--- src/verilog/sar_pkg.sv ---
// Shared constants for the converter control and result readout ends.
package sar_pkg;
  // ***************************************************************
  // Widths and timing
  // ***************************************************************
  localparam int RESULT_W       = 12;
  localparam int LSB_DIVISOR    = 4096;
  localparam int CLK_PERIOD_NS  = 50;
  localparam int CONV_CYCLES    = 14;
  localparam int ACQ_TIME_NS    = 250;
  localparam int ACQ_CYCLES     =
    (ACQ_TIME_NS + CLK_PERIOD_NS - 1) / CLK_PERIOD_NS;
  localparam int WAKE_TIME_NS   = 1000;
  localparam int WAKE_CYCLES    =
    (WAKE_TIME_NS + CLK_PERIOD_NS - 1) / CLK_PERIOD_NS;
  localparam int CCLK_MAX_KHZ   = 10000;
  localparam int CLK_KHZ        = 20000;
  localparam int CCLK_DIV       =
    (CLK_KHZ + CCLK_MAX_KHZ - 1) / CCLK_MAX_KHZ;
  localparam int DATA_EARLY     = 1;
  localparam logic [11:0] RESULT_RST = 12'h000;
endpackage

--- src/verilog/sar_link_if.sv ---
// Link between converter and host: start, busy, strobes, result bus.
`timescale 1ns/100ps
interface sar_link_if;
  logic                 conversion_start_n;
  logic                 conv_clk_en;
  logic                 busy;
  logic                 select_n;
  logic                 read_n;
  logic [11:0]          result_bus_out;
  logic                 result_bus_oe_n;

  modport device (
    input  conversion_start_n,
    input  conv_clk_en,
    input  select_n,
    input  read_n,
    output busy,
    output result_bus_out,
    output result_bus_oe_n
  );

  modport host (
    output conversion_start_n,
    output conv_clk_en,
    output select_n,
    output read_n,
    input  busy,
    input  result_bus_out,
    input  result_bus_oe_n
  );
endinterface

--- src/verilog/sar_device.sv ---
// Converter end: conversion sequencing, busy, sleep and result bus.
`timescale 1ns/100ps
module sar_device (
  input  wire logic clk,
  input  wire logic rst,
  sar_link_if.device link,
  input  wire logic [11:0] analog_code,
  output logic      asleep,
  output logic      acquiring
);
  // ***************************************************************
  // Types and state
  // ***************************************************************
  typedef enum logic [1:0] {
    ST_ACQ  = 2'b00,
    ST_CONV = 2'b01,
    ST_DONE = 2'b11,
    ST_WAKE = 2'b10
  } dev_state_t;

  localparam int CW = $clog2(sar_pkg::WAKE_CYCLES + 1);

  dev_state_t        state_r;
  dev_state_t        state_nxt;
  logic              start_lvl;
  logic              start_prev_r;
  logic              sleep_r;
  logic [3:0]        step_r;
  logic [CW-1:0]     wake_r;
  logic [11:0]       sample_r;
  logic [11:0]       sar_r;
  logic [11:0]       data_r;
  logic              pend_r;
  logic              cs_lvl;
  logic              rd_lvl;

  // ***************************************************************
  // Pin synchronisers
  // ***************************************************************
  pin_sync #(.RST_VAL(1'b1)) u_start (
    .clk   (clk),
    .rst   (rst),
    .pin   (link.conversion_start_n),
    .level (start_lvl)
  );
  pin_sync #(.RST_VAL(1'b1)) u_cs (
    .clk   (clk),
    .rst   (rst),
    .pin   (link.select_n),
    .level (cs_lvl)
  );
  pin_sync #(.RST_VAL(1'b1)) u_rd (
    .clk   (clk),
    .rst   (rst),
    .pin   (link.read_n),
    .level (rd_lvl)
  );

  // ***************************************************************
  // Decoding
  // ***************************************************************
  wire start_fall = start_prev_r & ~start_lvl;
  wire start_rise = ~start_prev_r & start_lvl;
  wire conv_tick  = link.conv_clk_en;
  wire last_step  = (step_r == 4'(sar_pkg::CONV_CYCLES - 1));
  wire [3:0] bit_ix = 4'(sar_pkg::RESULT_W - 1) - (step_r - 4'h1);
  wire bit_step   = (step_r >= 4'h1) && (step_r <= 4'hC);
  wire wake_done  = (wake_r == CW'(sar_pkg::WAKE_CYCLES));
  wire read_en    = ~cs_lvl & ~rd_lvl;
  wire conv_end   = (state_nxt == ST_DONE);
  // A start taken before the last wake-up cycle is loaded when wake-up ends.
  wire conv_load  = (state_nxt == ST_CONV) &&
                    ((state_r != ST_CONV) || start_fall);

  // Trial comparison of the successive-approximation weights.
  function automatic logic [11:0] sar_trial(input logic [11:0] acc,
                                            input logic [3:0]  ix,
                                            input logic [11:0] smp);
    logic [11:0] t;
    t = acc | (12'h001 << ix);
    sar_trial = (t <= smp) ? t : acc;
  endfunction

  // One word feeds the held register and the bus, so the bus leads
  // the busy fall by a clock.
  wire [11:0] data_nxt = conv_end ? sar_trial(sar_r, 4'h0, sample_r)
                                  : data_r;

  // ***************************************************************
  // Next-state logic
  // ***************************************************************
  always_comb begin
    state_nxt = state_r;
    unique case (state_r)
      ST_ACQ: begin
        if (start_fall) begin
          state_nxt = ST_CONV;
        end
      end
      ST_CONV: begin
        if (conv_tick && last_step) begin
          state_nxt = ST_DONE;
        end
      end
      ST_DONE: begin
        state_nxt = ST_ACQ;
      end
      ST_WAKE: begin
        if (wake_done) begin
          state_nxt = pend_r ? ST_CONV : ST_ACQ;
        end
      end
    endcase
    if (state_r == ST_CONV && start_fall) begin
      state_nxt = ST_CONV;
    end
    if (sleep_r && start_rise) begin
      state_nxt = ST_WAKE;
    end
  end

  // ***************************************************************
  // Sequencer
  // ***************************************************************
  // A fresh start edge during conversion restarts it from step zero.
  // Sample and step are loaded wherever a conversion begins.
  always_ff @(posedge clk) begin
    if (rst) begin
      state_r      <= ST_ACQ;
      start_prev_r <= 1'b1;
      sleep_r      <= 1'b0;
      step_r       <= 4'h0;
      wake_r       <= '0;
      pend_r       <= 1'b0;
      sample_r     <= 12'h000;
      sar_r        <= 12'h000;
    end else begin
      start_prev_r <= start_lvl;
      state_r      <= state_nxt;
      if (conv_load) begin
        sample_r <= analog_code;
        step_r   <= 4'h0;
        sar_r    <= 12'h000;
      end else if (state_r == ST_CONV && conv_tick) begin
        step_r <= step_r + 4'h1;
        if (bit_step) begin
          sar_r <= sar_trial(sar_r, bit_ix, sample_r);
        end
      end
      if (state_r == ST_DONE && !start_lvl) begin
        sleep_r <= 1'b1;
      end else if (sleep_r && start_rise) begin
        sleep_r <= 1'b0;
      end
      if (state_r == ST_WAKE) begin
        wake_r <= wake_r + CW'(1);
        if (start_fall) begin
          pend_r <= 1'b1;
        end
      end else begin
        wake_r <= '0;
        pend_r <= 1'b0;
      end
    end
  end

  // ***************************************************************
  // Result register and outputs
  // ***************************************************************
  // Data register loads one cycle before busy falls, so a bus held
  // open shows the new word ahead of the busy edge.
  always_ff @(posedge clk) begin
    if (rst) begin
      data_r               <= sar_pkg::RESULT_RST;
      link.busy            <= 1'b0;
      link.result_bus_out  <= sar_pkg::RESULT_RST;
      link.result_bus_oe_n <= 1'b1;
      asleep               <= 1'b0;
      acquiring            <= 1'b1;
    end else begin
      data_r    <= data_nxt;
      link.busy <= (state_nxt == ST_CONV) || conv_end;
      link.result_bus_out  <= data_nxt;
      link.result_bus_oe_n <= ~read_en;
      asleep    <= sleep_r;
      acquiring <= (state_nxt == ST_ACQ) && !sleep_r;
    end
  end
endmodule

--- src/verilog/pin_sync.sv ---
// Three-stage synchroniser with agreement of the last two stages.
`timescale 1ns/100ps
module pin_sync #(
  parameter logic RST_VAL = 1'b1
) (
  input  wire logic clk,
  input  wire logic rst,
  input  wire logic pin,
  output logic      level
);
  logic s1_r;
  logic s2_r;
  logic s3_r;

  // A change counts only once the second and third stage agree.
  always_ff @(posedge clk) begin
    if (rst) begin
      s1_r  <= RST_VAL;
      s2_r  <= RST_VAL;
      s3_r  <= RST_VAL;
      level <= RST_VAL;
    end else begin
      s1_r <= pin;
      s2_r <= s1_r;
      s3_r <= s2_r;
      if (s2_r == s3_r) begin
        level <= s3_r;
      end
    end
  end
endmodule

--- src/flat_wrapper.sv ---
// flat-port wrapper written by rule: the top's interface ports become plain ports
module sar_device_flat 
  (clk, rst, analog_code, asleep, acquiring, link_conversion_start_n, link_conv_clk_en, link_select_n, link_read_n, link_busy, link_result_bus_out, link_result_bus_oe_n);
  sar_link_if link_i ();
  input  wire logic clk;
  input  wire logic rst;
  input  wire logic [11:0] analog_code;
  output logic asleep;
  output logic acquiring;
  input wire logic [$bits(link_i.conversion_start_n)-1:0] link_conversion_start_n;
  input wire logic [$bits(link_i.conv_clk_en)-1:0] link_conv_clk_en;
  input wire logic [$bits(link_i.select_n)-1:0] link_select_n;
  input wire logic [$bits(link_i.read_n)-1:0] link_read_n;
  output wire logic [$bits(link_i.busy)-1:0] link_busy;
  output wire logic [$bits(link_i.result_bus_out)-1:0] link_result_bus_out;
  output wire logic [$bits(link_i.result_bus_oe_n)-1:0] link_result_bus_oe_n;
  assign link_i.conversion_start_n = link_conversion_start_n;
  assign link_i.conv_clk_en = link_conv_clk_en;
  assign link_i.select_n = link_select_n;
  assign link_i.read_n = link_read_n;
  assign link_busy = link_i.busy;
  assign link_result_bus_out = link_i.result_bus_out;
  assign link_result_bus_oe_n = link_i.result_bus_oe_n;
  sar_device u_core (.clk(clk), .rst(rst), .link(link_i), .analog_code(analog_code), .asleep(asleep), .acquiring(acquiring));
endmodule
--- config.mk ---
export PLATFORM = sky130hd
export DESIGN_NAME = sar_device_flat
export DESIGN_NICKNAME = d
export VERILOG_FILES = /design/src/verilog/sar_pkg.sv /design/src/verilog/sar_link_if.sv /design/src/verilog/sar_device.sv /design/src/verilog/pin_sync.sv /design/src/flat_wrapper.sv
export SDC_FILE = /design/constraint.sdc
export NUM_CORES = 1
export LEC_CHECK = 0
export ABC_AREA = 1
export BUFFER_PORTS_ARGS = -buffer_cell sky130_fd_sc_hd__buf_2
export CAP_MARGIN = 20
export CORE_MARGIN = 1.5
export CORE_UTILIZATION = 40
export DETAILED_ROUTE_END_ITERATION = 8
export GPL_TIMING_DRIVEN = 0
export PLACE_DENSITY = 0.65
export SLEW_MARGIN = 15
export SYNTH_ARGS = -nofsm -noshare
export SYNTH_HDL_FRONTEND = slang
export SYNTH_SLANG_ARGS = --single-unit
--- constraint.sdc ---
create_clock -name clk -period 4.9 [get_ports clk]
set_clock_uncertainty 0.1 [all_clocks]
set_input_delay 0.245 -clock clk [delete_from_list [all_inputs] [get_ports clk]]
set_output_delay 0.245 -clock clk [all_outputs]
set_load 0.03 [all_outputs]
## Yosys cells after proc, flatten, opt, wreduce, memory -nomap -nowiden

Cells that the tools add are included.

| word-level totals | value |
|---|---|
| bits in registers | 66 |
| latch bits | 0 |
| memory bits (writable) | 0 |
| bits in read-only memories | 0 |
| bits of input ports | 18 |
| output and inout port bits | 16 |
| logic and storage cells | 83 |
| memories | 0 |

| cells by class | value |
|---|---|
| $add $sub $neg | 4 |
| multipliers | 0 |
| divide/modulo/power cells | 0 |
| order comparisons | 4 |
| equal/unequal tests | 11 |
| shifts and indexed selects | 1 |
| multiplexer cells | 10 |
| bitwise gates (word level) | 10 |
| reduce and logical (&&, ||, !) cells | 18 |

Operators with widths:

| kind | number |
|---|---|
| $le A12 B12 Y1 | 2 |
| $or A12 B12 Y12 | 1 |
| $shl A1 B4 Y12 const A | 1 |
| $mux W2 | 5 |
| $logic_and A1 B1 Y1 | 8 |
| $pmux W2 S4 | 1 |
| $eq A2 B2 Y1 const B | 3 |
| $not A1 Y1 | 6 |
| $add A5 B1 Y5 const B | 1 |
| $eq A5 B5 Y1 const B | 1 |
| $add A4 B1 Y4 const B | 1 |
| $eq A2 B1 Y1 const B | 2 |
| $eq A4 B4 Y1 const B | 1 |
| $ge A4 B1 Y1 const B | 1 |
| $le A4 B4 Y1 const B | 1 |
| $logic_not A2 Y1 | 2 |
| $mux W1 | 4 |
| $reduce_or A2 Y1 | 2 |
| $sub A4 B1 Y4 const B | 1 |
| $sub A4 B4 Y4 const A | 1 |
| $and A1 B1 Y1 | 3 |
| $eq A1 B1 Y1 | 3 |
| $reduce_and A3 Y1 | 1 |
| $logic_not A1 Y1 | 2 |
| 3 further kinds | 4 |

## Longest topological paths before layout

Gate-level depths: netlist of the first run.

| depth | value |
|---|---|
| depth in word-level cells | 9 |
| depth in mapped cells | 19 |
| mapped depth without buffers | 18 |

## Cells and area by module

A second synthesis of the first run with hierarchy kept.

| second synthesis, totals | value |
|---|---|
| cells, all modules | 434 |
| area total of the unflattened synthesis | 3278.1 µm² |

By module, submodules not included:

| module | instances | cells an instance | area each (µm²) |
|---|---|---|---|
| sar_device | 1 | 389 | 2891.5 |
| pin_sync | 3 | 15 | 128.9 |

## Worst setup path before layout of the first run

Ideal clock, no wire load.

| path | value |
|---|---|
| path type | register -> register |
| start | reg u_core.step_r[0] |
| end | reg u_core.sar_r[10] |
| data arrival time | 2218 ps |
| setup slack | 2461 ps |
| stages on the path, launching flop included | 18 |
| path buffers | 1 |
| cell sequence | dfxtp_1 inv_1 ha_1 xor2_2 nor2_1 nand2_1 nand2_1 ha_1 nand2_1 inv_1 nand2_1 nor2_1 nand2_1 nand3_1 nand2_1 nand2_1 buf_2 a21oi_1 |

| on the way | value |
|---|---|
| cells in the longest elaborated chain, start to end | 9 |
| elaborated cells between the ends (all ways) | 18 |

RTL lines:

| what | RTL line | text |
|---|---|---|
| from (decl) | sar_device.sv:28 | `logic [3:0] step_r;` |
| from (signal assigned) | sar_device.sv:145 | `step_r <= step_r + 4'h1;` |
| parallel branches: the longest is 9 deep, another holds $le A12 B12 Y1 | n/a |  |
| to (signal assigned) | sar_device.sv:147 | `sar_r <= sar_trial(sar_r, bit_ix, sample_r);` |
| to (decl) | sar_device.sv:31 | `logic [11:0] sar_r;` |

Parallel ways; which one is timed is not known.
A chain may end at the register's enable or synchronous reset.

## Final worst setup path of the first run

| path | value |
|---|---|
| start | reg u_core.step_r[0] |
| end | reg u_core.sar_r[8] |

The elaborated chain is that of the path after synthesis.

==> results.md, run 1 <==
- Clock network latency to the later pin of the worst-skew pair: 0.35 ns
- Worst hold path depth: 3
- Crit-path slowest cell: dfxtp_1
- Effective utilization at floorplan: 41.4%
- Launching element type of the critical path: register
- Count of non-filler cells in the finished layout: 578
- Critical path depth: 17
- Full die area: 0.00859 mm^2
- Critical Path Fanout Max: 10
- Sum of net half-perimeters after detailed placement: 5100 um
- Category of the most critical setup path: register to register
- Cell-by-cell trace of the critical path: inv_1 -> ha_1 -> xor2_2 -> nor2_1 -> nand2_1 -> nand2_1 -> ha_1 -> nand2_1 -> inv_1 -> nand2_1 -> nor2_1 -> nand2_1 -> nand3_1 -> nand2_1 -> nand2_1 -> buf_2 -> a21oi_1
- Worst reg2reg path startpoint: u_core.step_r[0]
- Number of placed cells counting well taps: 559
- Nets: 521
- Number of warning messages in the yosys log: 0
- Number of antenna cells inserted: 0
- Proportion of synthesized chip area in sequential cells: 40.4%
- Cell type with the highest occurrence count on the critical path: nand2_1
- Detailed Route WL: 6730 um
- Detail Route Antenna Nets: 0
- Transition time of the tightest slew-check pin: 0.570 ns
- Number of sinks driven by the clock tree: 65
- PortBufs: 33
- CTS tree: done
- Vias per Instance: 4.65
- Die Ht: 92.7 um
- Required time of the critical path: 5.03 ns
- Vias in the first global route: 2590
- Crit path launch: u_core.step_r[0]
- Final worst path period need: 2.85 ns
- Placeable core region: 0.00777 mm^2
- Deepest clock path buffer count: 2
- Floorplan row count: 32
- Leakage power: 1.68 nW
- Power density over the cells: 282 mW/mm^2
- Wire length of the first global-routing pass: 11400 um
- Type of the most critical hold path: input port to register
- Critical path's top delay family: simple AND/OR/NAND/NOR gates
- Total overflow reported by the global router: 0
- Final Total Pwr: 1.06 mW
- Max-slew headroom at the worst pin: 62.0%
- Area growth from synthesis to layout: 16.6%
- WP buf/inv: 3
- Setup-failing EPs final: 0
- CTS hold repair buffers: 3
- Post-Synthesis Mean Instance Area: 7.59 um^2
- Flip-flop and latch count after synthesis: 65
- DRT iter0 DRCs: 79
- Initial antenna violation count: 0
- Sequential share of power: 50.4%
- Combinational Power Share: 3.6%
- Worst supply voltage drop on vdd: 126 uV
- Final-report hold violation count: 0
- Synthesized cell area: 0.00322 mm^2
- Buffers inserted during post-CTS setup optimization: 0
- DRC violation count after routing: 0
- Maximum frequency from static timing analysis: 351 MHz
- Internal portion of total power: 814 uW
- Highest cell delay on the worst timing path: 0.45 ns
- Buffer cell driving the clock tree root: clkbuf_8
- Filler cell count in the final layout: 786
- Leading cell type in the layout, fill and taps excluded: nand2_1
- Switching share of power: 23.1%
- Net Sw Power: 244 uW
- Portion of total power attributed to the clock network: 46.0%
- Number of max-capacitance violations reported: 0
- Mapped Nets: 474
- Max Slew Vio Count: 0
- Ports: 34
- Hold Path Origin: analog_code[0]
- Width of the die: 92.7 um
- Category of the worst setup path capture point: register
- Setup TNS after final layout: 0 ns
- RD Place Congestion: 0.876
- R2r worst-path depth: 17
- Resize count post-CTS: 0
- Number of iterations in the first detailed-routing pass: 4
- Pin count of the biggest net entering global routing: 13
- Share of final-layout standard cells stronger than drive strength 1: 17.0%
- Final cycle utilization of the critical path: 58.2%
- Num CTS Buffers: 9
- Clock transition at the registers of the reported paths: 0.07 ns
- Clock H-tree levels: 3
- Count of cell types in the netlist: 33
- Vias after detailed routing: 2687
- Number of instances in the synthesized netlist: 424
- Data arrival, critical path: 2.98 ns
- Leading cell types in the layout, fill and taps excluded: nand2_1, dfxtp_1, nor2_1, inv_1, buf_2
- GR Util All Layers: 17.3%
- RSZ-0062 raised after global routing: no
- Outcome: complete, no violations
- WL per Instance: 11.6 um
metrics by stage:
stage	cell area, um^2	worst slack [ns]	hold WS [ns]	utilization (%)
after floorplan	3220	2.46	0.242	-
after global placement	3510	2.09	0.291	45.2
after detailed placement	3510	2.05	0.294	45.2
after CTS	3750	2.04	0.0526	48.3
after global routing	3750	1.70	0.0856	48.3
final	3750	2.05	0.0676	48.3
power by group through the flow:
| stage | clock (mW) | sequential (mW) | combinational, mW |
|---|---|---|---|
| CTS | 0.497 | 0.533 | 0.0379 |
| global route | 0.517 | 0.534 | 0.0430 |
| floorplan | 0 | 0.546 | 0.0212 |
| finish | 0.487 | 0.533 | 0.0378 |
| detailed placement | 0 | 0.546 | 0.0360 |
| global placement | 0 | 0.546 | 0.0355 |
registers in the layout, summed over array words and instances (netlist names), 4 cells and up:
| name | flops |
|---|---|
| u_core.link.result_bus_out | 12 |
| u_core.sample_r | 12 |
| u_core.sar_r | 12 |
| u_core.wake_r | 5 |
| u_core.step_r | 4 |
worst register-to-register path, cell delays in order (launching register included):
cell,delay (ns)
dfxtp_1,0.45
inv_1,0.15
ha_1,0.28
xor2_2,0.24
nor2_1,0.09
nand2_1,0.09
nand2_1,0.07
ha_1,0.29
nand2_1,0.07
inv_1,0.05
nand2_1,0.06
nor2_1,0.17
nand2_1,0.08
nand3_1,0.07
nand2_1,0.06
nand2_1,0.09
buf_2,0.24
a21oi_1,0.10
cells by family (layout without fill, tap and decap cells):
group	count (synthesis)	count (layout)	share of synthesized area (%)
AO/OA/AOI/OAI	74	74	12.5
buffers and inverters	72	124	9.02
XOR/XNOR	5	5	1.83
adder cells (fa/ha/maj)	32	32	12.4
AND/OR/NAND/NOR	176	176	23.8
flip-flops	65	65	40.4
synthesized netlist by cell type:
cell type / instances / share of area, %
clkbuf_1: 5 / 0.58
clkinv_1: 1 / 0.12
buf_6: 2 / 0.70
o21ai_2: 1 / 0.27
nor2_2: 1 / 0.19
a21oi_2: 1 / 0.27
ha_1: 32 / 12
o31ai_1: 1 / 0.23
xnor2_1: 1 / 0.27
inv_2: 3 / 0.35
nand2_2: 5 / 0.97
nor2_1: 62 / 7.2
o21a_1: 1 / 0.23
nor3b_1: 2 / 0.47
inv_1: 57 / 6.6
o21ai_0: 19 / 3.0
o21ai_1: 11 / 1.7
dfxtp_1: 65 / 40
buf_2: 4 / 0.62
xor2_1: 2 / 0.54
a21o_1: 1 / 0.23
nand4_1: 4 / 0.78
a21oi_4: 1 / 0.51
a21oi_1: 36 / 5.6
or2_2: 9 / 1.7
nand2_4: 1 / 0.35
nand2_1: 69 / 8.0
o32ai_1: 1 / 0.27
nand3_1: 20 / 3.1
o21bai_1: 1 / 0.23
xor2_2: 2 / 1.0
nand3b_1: 1 / 0.23
nand3_2: 2 / 0.62
metal layers:
metal | wire length, um | vias up | global-route usage (%)
met4 | 190 | 0 | 8.96
met3 | 298 | 15 | 3.94
li1 | - | 1450 | -
met1 | 3140 | 1173 | 20.6
met5 | 0 | - | 0
met2 | 3100 | 49 | 29.2
cell type report:
class	instances	area, um^2	area share, %
plain buffers	11	61.3	1.63
clock buffers	11	151	4.03
clock inverters	5	61.3	1.63
inverters	61	229	6.10
multi-input cells	287	1630	43.3
flip-flops and latches	65	1300	34.7
well taps	102	128	3.40
repair buffers	36	195	5.20
worst paths after layout:
kind / slack (ns) / to
worst max-delay path: 2.05 / u_core.sar_r[8]
worst min-delay path: 0.07 / u_core.sample_r[0]
worst max register to register: 2.05 / u_core.sar_r[8]
worst min register to register: 0.31 / u_core.u_cs.s2_r
(Power assumes the default switching activity.)
==> inputs of run 2 (changes only) <==
--- a/config.mk
+++ b/config.mk
@@ -5,7 +5,7 @@
 export SDC_FILE = /design/constraint.sdc
 export NUM_CORES = 1
 export LEC_CHECK = 0
-export ABC_AREA = 1
+export ABC_AREA = 0
 export BUFFER_PORTS_ARGS = -buffer_cell sky130_fd_sc_hd__buf_2
 export CAP_MARGIN = 20
 export CORE_MARGIN = 1.5
==> constraint.sdc (replaced) <==
create_clock -name clk -period 3 [get_ports clk]
set_clock_uncertainty 0.1 [all_clocks]
set_input_delay 0.15 -clock clk [delete_from_list [all_inputs] [get_ports clk]]
set_output_delay 0.15 -clock clk [all_outputs]
set_load 0.03 [all_outputs]
==> run 2 against run 1 <==
Effect of this change: core utilization rose by 3.0 points; die area rose by 1.7%; routed wire length rose by 2.9%; clock power rose by 73%; critical path type unchanged; final cell count fell by 13%; flip-flop and latch count did not move; total power rose by 67%; synthesized cell count fell by 20%.
==> results.md, run 2 <==
- Count of cell types in the netlist: 44
- CTS tree: done
- Cell type with the highest aggregate area in the netlist: dfxtp_1
- Die Ht: 93.5 um
- Async set or reset register ratio after synthesis: 0%
- Ports: 34
- Top cell types by occurrence after synthesis: dfxtp_1, nor2_1, ha_1
- Total overflow reported by the global router: 0
- Wire length of the first global-routing pass: 11500 um
- Transition time of the tightest slew-check pin: 0.494 ns
- Buffer cell driving the clock tree root: clkbuf_8
- Critical Path Fanout Max: 8
- Portion of total power attributed to the clock network: 47.6%
- Synthesized cell area: 0.00328 mm^2
- Width of the die: 93.5 um
- Hold Path Origin: link_conv_clk_en
- Top flip-flop cell by instance count after synthesis: dfxtp_1
- R2r worst-path depth: 11
- Floorplan row count: 32
- Category of the most critical setup path: register to register
- Leakage power: 1.74 nW
- Area share of the largest cell type after synthesis: 39.7%
- Worst Hold End: u_core.step_r[1]
- Number of iterations in the first detailed-routing pass: 4
- PortBufs: 32
- Mapped Nets: 389
- Worst supply voltage drop on vdd: 298 uV
- Maximum frequency from static timing analysis: 344 MHz
- Effective utilization at floorplan: 42.0%
- Max Slew Vio Count: 0
- Setup-failing EPs final: 0
- Filler cell count in the final layout: 719
- Post-Synthesis Mean Instance Area: 9.66 um^2
- Initial antenna violation count: 0
- Combinational Power Share: 3.3%
- Worst r2r dst: u_core.sar_r[9]
- Required time of the critical path: 3.18 ns
- Worst reg2reg path startpoint: u_core.step_r[0]
- Slack of the worst reg-to-reg path: 0.09 ns
- Placeable core region: 0.00781 mm^2
- Type of the most critical hold path: input port to register
- Leading cell type in the layout, fill and taps excluded: dfxtp_1
- Clock network latency to the later pin of the worst-skew pair: 0.36 ns
- GR Util All Layers: 17.2%
- Share of final-layout standard cells stronger than drive strength 1: 24.6%
- Number of instances in the synthesized netlist: 339
- Final-report hold violation count: 0
- Detail Route Antenna Nets: 0
- Clock H-tree levels: 3
- Area post-placement: 0.00356 mm^2
- Proportion of synthesized chip area in sequential cells: 39.7%
- Cell with the most instances after synthesis: dfxtp_1
- Number of max-capacitance violations reported: 0
- Nets: 448
- Count of flip-flops with a built-in enable after synthesis: 0
- Deepest clock path buffer count: 2
- Launching element type of the critical path: register
- DRC violation count after routing: 0
- Adder-cell area share of the yosys netlist: 12.2%
- Full die area: 0.00874 mm^2
- Worst hold path depth: 5
- Share of the synthesized area in compound gates (AO/OA/AOI/OAI): 14.7%
- Final Total Pwr: 1.77 mW
- Simple-gate share of the synthesized area: 18.6%
- DRT iter0 DRCs: 78
- Vias in the first global route: 2499
- Max-slew headroom at the worst pin: 67.1%
- Outcome: complete, no violations
- Post-route cell area: 0.00401 mm^2
- Proportion of synthesized area in mux cells: 7.03%
- Flip-flop and latch count after synthesis: 65
- Category of the worst setup path capture point: register
- Ranking of synthesized cells by area: dfxtp_1, ha_1, mux2i_1, nor2_1, nor3b_2
- WL per Instance: 13.7 um
- Switching share of power: 22.4%
- Pin count of the biggest net entering global routing: 14
- Net Sw Power: 398 uW
- Detailed Route WL: 6930 um
- Number of antenna cells inserted: 0
- Leading registers by flop count: u_core.link.result_bus_out (12), u_core.sample_r (12), u_core.sar_r (12)
- RD Place Congestion: 0.953
- Area growth from synthesis to layout: 22.4%
- Final worst path period need: 2.91 ns
- Area share of xor/xnor cells in the synthesized design: 1.87%
- Num CTS Buffers: 9
- Clock transition at the registers of the reported paths: 0.07 ns
- Vias after detailed routing: 2542
- Number of warning messages in the yosys log: 0
- Leading cell types in the layout, fill and taps excluded: dfxtp_1, nor2_1, buf_2, ha_1, mux2i_1
- Sequential share of power: 49.0%
- Data arrival, critical path: 3.09 ns
- Final cycle utilization of the critical path: 96.9%
- Dominant combinational cell family by area after synthesis: simple AND/OR/NAND/NOR gates
- Sum of net half-perimeters after detailed placement: 4970 um
- Internal portion of total power: 1.37 mW
- Power density over the cells: 442 mW/mm^2
- Number of sinks driven by the clock tree: 65
- Vias per Instance: 5.03
[run 2: cell type report]
cell class	instances	area (um^2)	area share, %
tap	102	128	3.18
timing repair buffer	49	328	8.18
inverter	22	82.6	2.06
buffer	16	105	2.62
multi-input combinational	235	1830	45.7
sequential	65	1310	32.6
clock inverter	7	103	2.56
clock buffer	9	124	3.09
[run 2: layer usage]
metal  up-vias  wire length [um]  track usage, %
met1      1192              3280            21.4
met4         0               153            8.33
met3         9               266            4.55
li1       1304                 -               -
met5         -                 0               0
met2        37              3220            27.4
[run 2: worst max-delay path, stage by stage, from the launching register on]
cell       delay (ns)
dfxtp_4          0.38
nor2_1           0.19
xor2_2           0.14
a31o_2           0.31
a21o_1           0.20
ha_1             0.33
a211oi_2         0.25
nor2_1           0.10
a2111oi_4        0.38
buf_4            0.22
a211oi_1         0.09
nor3b_2          0.16
[run 2: through the flow]
stage	cells	util, %	setup TNS [ns]	worst slack (ns)	hold slack (ns)
after floorplan	339	-	0	0.129	0.154
after global placement	473	45.6	-2.39	-0.219	0.232
after detailed placement	473	45.6	-3.19	-0.303	0.236
after CTS	504	50.7	0	0.0165	0.217
after global routing	505	51.3	-0.281	-0.0430	0.249
final	505	51.3	0	0.0936	0.222
[run 2: power groups by stage]
stage	combinational [mW]	sequential [mW]	clock, mW
floorplan	0.0249	0.890	0
global placement	0.0435	0.890	0
detailed placement	0.0441	0.890	0
CTS	0.0599	0.869	0.864
global route	0.0658	0.870	0.903
finish	0.0593	0.869	0.844
[run 2: cell families (layout without fill, tap and decap cells)]
family | after synthesis | count (layout)
AO/OA/AOI/OAI | 66 | 66
XOR/XNOR | 7 | 7
adder cells (fa/ha/maj) | 32 | 32
buffers and inverters | 39 | 103
flip-flops | 65 | 65
multiplexers | 23 | 23
AND/OR/NAND/NOR | 107 | 107
[run 2: repair_timing]
item                                   CTS  global route
hold buffers                            16             0
setup buffers                            0             0
pin swaps                                0             2
gates cloned                             0             1
setup endpoints to repair               12            12
resized for setup                        6            11
endpoints found under the hold margin   16             0
[run 2: worst max-delay path by stage]
stage | depth (start not counted) | to | slack (ns) | startpoint
after CTS | 12 | u_core.sar_r[6] | 0.02 | u_core.step_r[1]
after floorplan | 13 | u_core.sar_r[10] | 0.13 | u_core.step_r[0]
final | 11 | u_core.sar_r[9] | 0.09 | u_core.step_r[0]
after global routing | 11 | u_core.sar_r[8] | -0.04 | u_core.step_r[0]
after detailed placement | 13 | u_core.sar_r[6] | -0.30 | u_core.step_r[0]
after global placement | 13 | u_core.sar_r[2] | -0.22 | u_core.step_r[1]
==> inputs of run 3 (changes only) <==
--- a/config.mk
+++ b/config.mk
@@ -13,6 +13,7 @@
 export DETAILED_ROUTE_END_ITERATION = 8
 export GPL_TIMING_DRIVEN = 0
 export PLACE_DENSITY = 0.65
+export RECOVER_POWER = 25
 export SLEW_MARGIN = 15
 export SYNTH_ARGS = -nofsm -noshare
 export SYNTH_HDL_FRONTEND = slang
==> run 3 against run 2 <==
Effect of this change: design area decreased by 0.50%; largest cell class unchanged; sequential power about the same; register-to-register slack about the same; highest routed layer unchanged; combinational power about the same.
==> results.md, run 3 (synthesis results as in run 2) <==
- Cell type with the highest occurrence count on the critical path: nor2_1
- Worst supply voltage drop on vdd: 298 uV
- Required time of the critical path: 3.18 ns
- Final-report hold violation count: 0
- Number of antenna cells inserted: 0
- DRC violation count after routing: 0
- Filler cell count in the final layout: 728
- GR Util All Layers: 17.2%
- Total overflow reported by the global router: 0
- Max-slew headroom at the worst pin: 67.3%
- Detailed Route WL: 6940 um
- CTS tree: done
- Crit-path slowest cell: dfxtp_4
- Type of the most critical hold path: input port to register
- Leakage power: 1.67 nW
- Leading cell types in the layout, fill and taps excluded: dfxtp_1, nor2_1, ha_1, mux2i_1, buf_2
- Share of final-layout standard cells stronger than drive strength 1: 20.6%
- Max Slew Vio Count: 0
- Floorplan row count: 32
- Highest cell delay on the worst timing path: 0.38 ns
- WP buf/inv: 1
- Final Total Pwr: 1.77 mW
- Vias per Instance: 5.03
- Number of iterations in the first detailed-routing pass: 4
- PortBufs: 32
- Data arrival, critical path: 3.09 ns
- Launching element type of the critical path: register
- Category of the worst setup path capture point: register
- Ports: 34
- Critical Path Fanout Max: 8
- DRT iter0 DRCs: 77
- Number of placed cells counting well taps: 473
- Final worst slack: 0.0934 ns
- Initial antenna violation count: 0
- Power density over the cells: 444 mW/mm^2
- Clock H-tree levels: 3
- Buffer cell driving the clock tree root: clkbuf_8
- Area post-placement: 0.00356 mm^2
- Pin count of the biggest net entering global routing: 14
- Vias in the first global route: 2499
- Critical path's top delay family: compound AO/OA/AOI/OAI gates
- Deepest clock path buffer count: 2
- Setup-failing EPs final: 0
- Count of non-filler cells in the finished layout: 505
- Sum of net half-perimeters after detailed placement: 4970 um
- Leading cell type in the layout, fill and taps excluded: dfxtp_1
- Full die area: 0.00874 mm^2
- Cell-by-cell trace of the critical path: nor2_1 -> xor2_2 -> a31o_2 -> a21o_1 -> ha_1 -> a211oi_2 -> nor2_1 -> a2111oi_4 -> buf_4 -> a211oi_1 -> nor3b_2
- Placeable core region: 0.00781 mm^2
- Transition time of the tightest slew-check pin: 0.491 ns
- Detail Route Antenna Nets: 0
- Post-route cell area: 0.00399 mm^2
- Clock network latency to the later pin of the worst-skew pair: 0.36 ns
- Die Ht: 93.5 um
- Final worst path period need: 2.91 ns
- Category of the most critical setup path: register to register
- Buffers inserted during post-CTS setup optimization: 0
- Vias after detailed routing: 2542
- WL per Instance: 13.7 um
- Number of max-capacitance violations reported: 0
- Number of sinks driven by the clock tree: 65
- Leading registers by flop count: u_core.link.result_bus_out (12), u_core.sample_r (12), u_core.sar_r (12)
- Effective utilization at floorplan: 42.0%
- Pre-CTS setup slack: -0.303 ns
- Clock transition at the registers of the reported paths: 0.07 ns
- Nets: 448
- Width of the die: 93.5 um
- Wire length of the first global-routing pass: 11500 um
- Area growth from synthesis to layout: 21.8%
- RD Place Congestion: 0.953
- Final cycle utilization of the critical path: 96.9%
- Num CTS Buffers: 9
- Outcome: complete, no violations
- Maximum frequency from static timing analysis: 344 MHz
[run 3: changes by cell type in the layout (fill, tap and decap cells not counted)]
| cell | delta |
|---|---|
| clkbuf_1 | +16 |
| buf_2 | -16 |
[run 3: routing by layer]
metal | up-vias | GRT usage [%] | share of wire (%)
li1 | 1304 | - | -
met1 | 1188 | 21.4 | 47
met2 | 41 | 27.4 | 46
met3 | 9 | 4.55 | 4.1
met4 | 0 | 8.33 | 2.2
met5 | - | 0 | 0
[run 3: layout make-up]
type	count	area (um^2)	share of cell area (%)
Inverter	22	82.6	2.07
Buffer	16	104	2.60
Tap cell	102	128	3.20
Clock buffer	9	124	3.11
Sequential cell	65	1310	32.7
Clock inverter	7	103	2.57
Timing Repair Buffer	49	309	7.75
Multi-Input combinational cell	235	1830	46.0
[run 3: repair_timing]
item,CTS,global route
pin swaps,0,2
endpoints found under the setup margin,12,12
hold buffers,16,0
endpoints found under the hold margin,16,0
cloned,0,1
gates resized for setup,6,11
[run 3: final timing paths]
kind	from	endpoint	slack, ns	depth (start not counted)
min reg2reg	u_core.u_start.s1_r	u_core.u_start.s2_r	0.31	1
min	link_conv_clk_en	u_core.step_r[1]	0.22	5
max	u_core.step_r[0]	u_core.sar_r[9]	0.09	11
max reg2reg	u_core.step_r[0]	u_core.sar_r[9]	0.09	11
[run 3: worst register-to-register path: cells and delay by family (launching register included)]
kind | cells | cell delay, ns
XOR/XNOR | 1 | 0.14
adder cells (fa/ha/maj) | 1 | 0.33
buffers and inverters | 1 | 0.22
AND/OR/NAND/NOR | 3 | 0.45
flip-flops | 1 | 0.38
AO/OA/AOI/OAI | 5 | 1.23
[run 3: power breakdown]
part           switching (mW)  internal, mW  total (mW)
sequential            0.00224         0.867       0.869
combinational          0.0271        0.0320      0.0591
clock                   0.368         0.476       0.844
total                   0.398          1.37        1.77
[run 3: per-stage QoR]
step,hold slack [ns],utilization (%),setup TNS (ns)
floorplan,0.154,-,0
global placement,0.232,45.6,-2.39
detailed placement,0.236,45.6,-3.19
CTS,0.217,50.7,0
global route,0.249,51.1,-0.281
finish,0.222,51.1,0
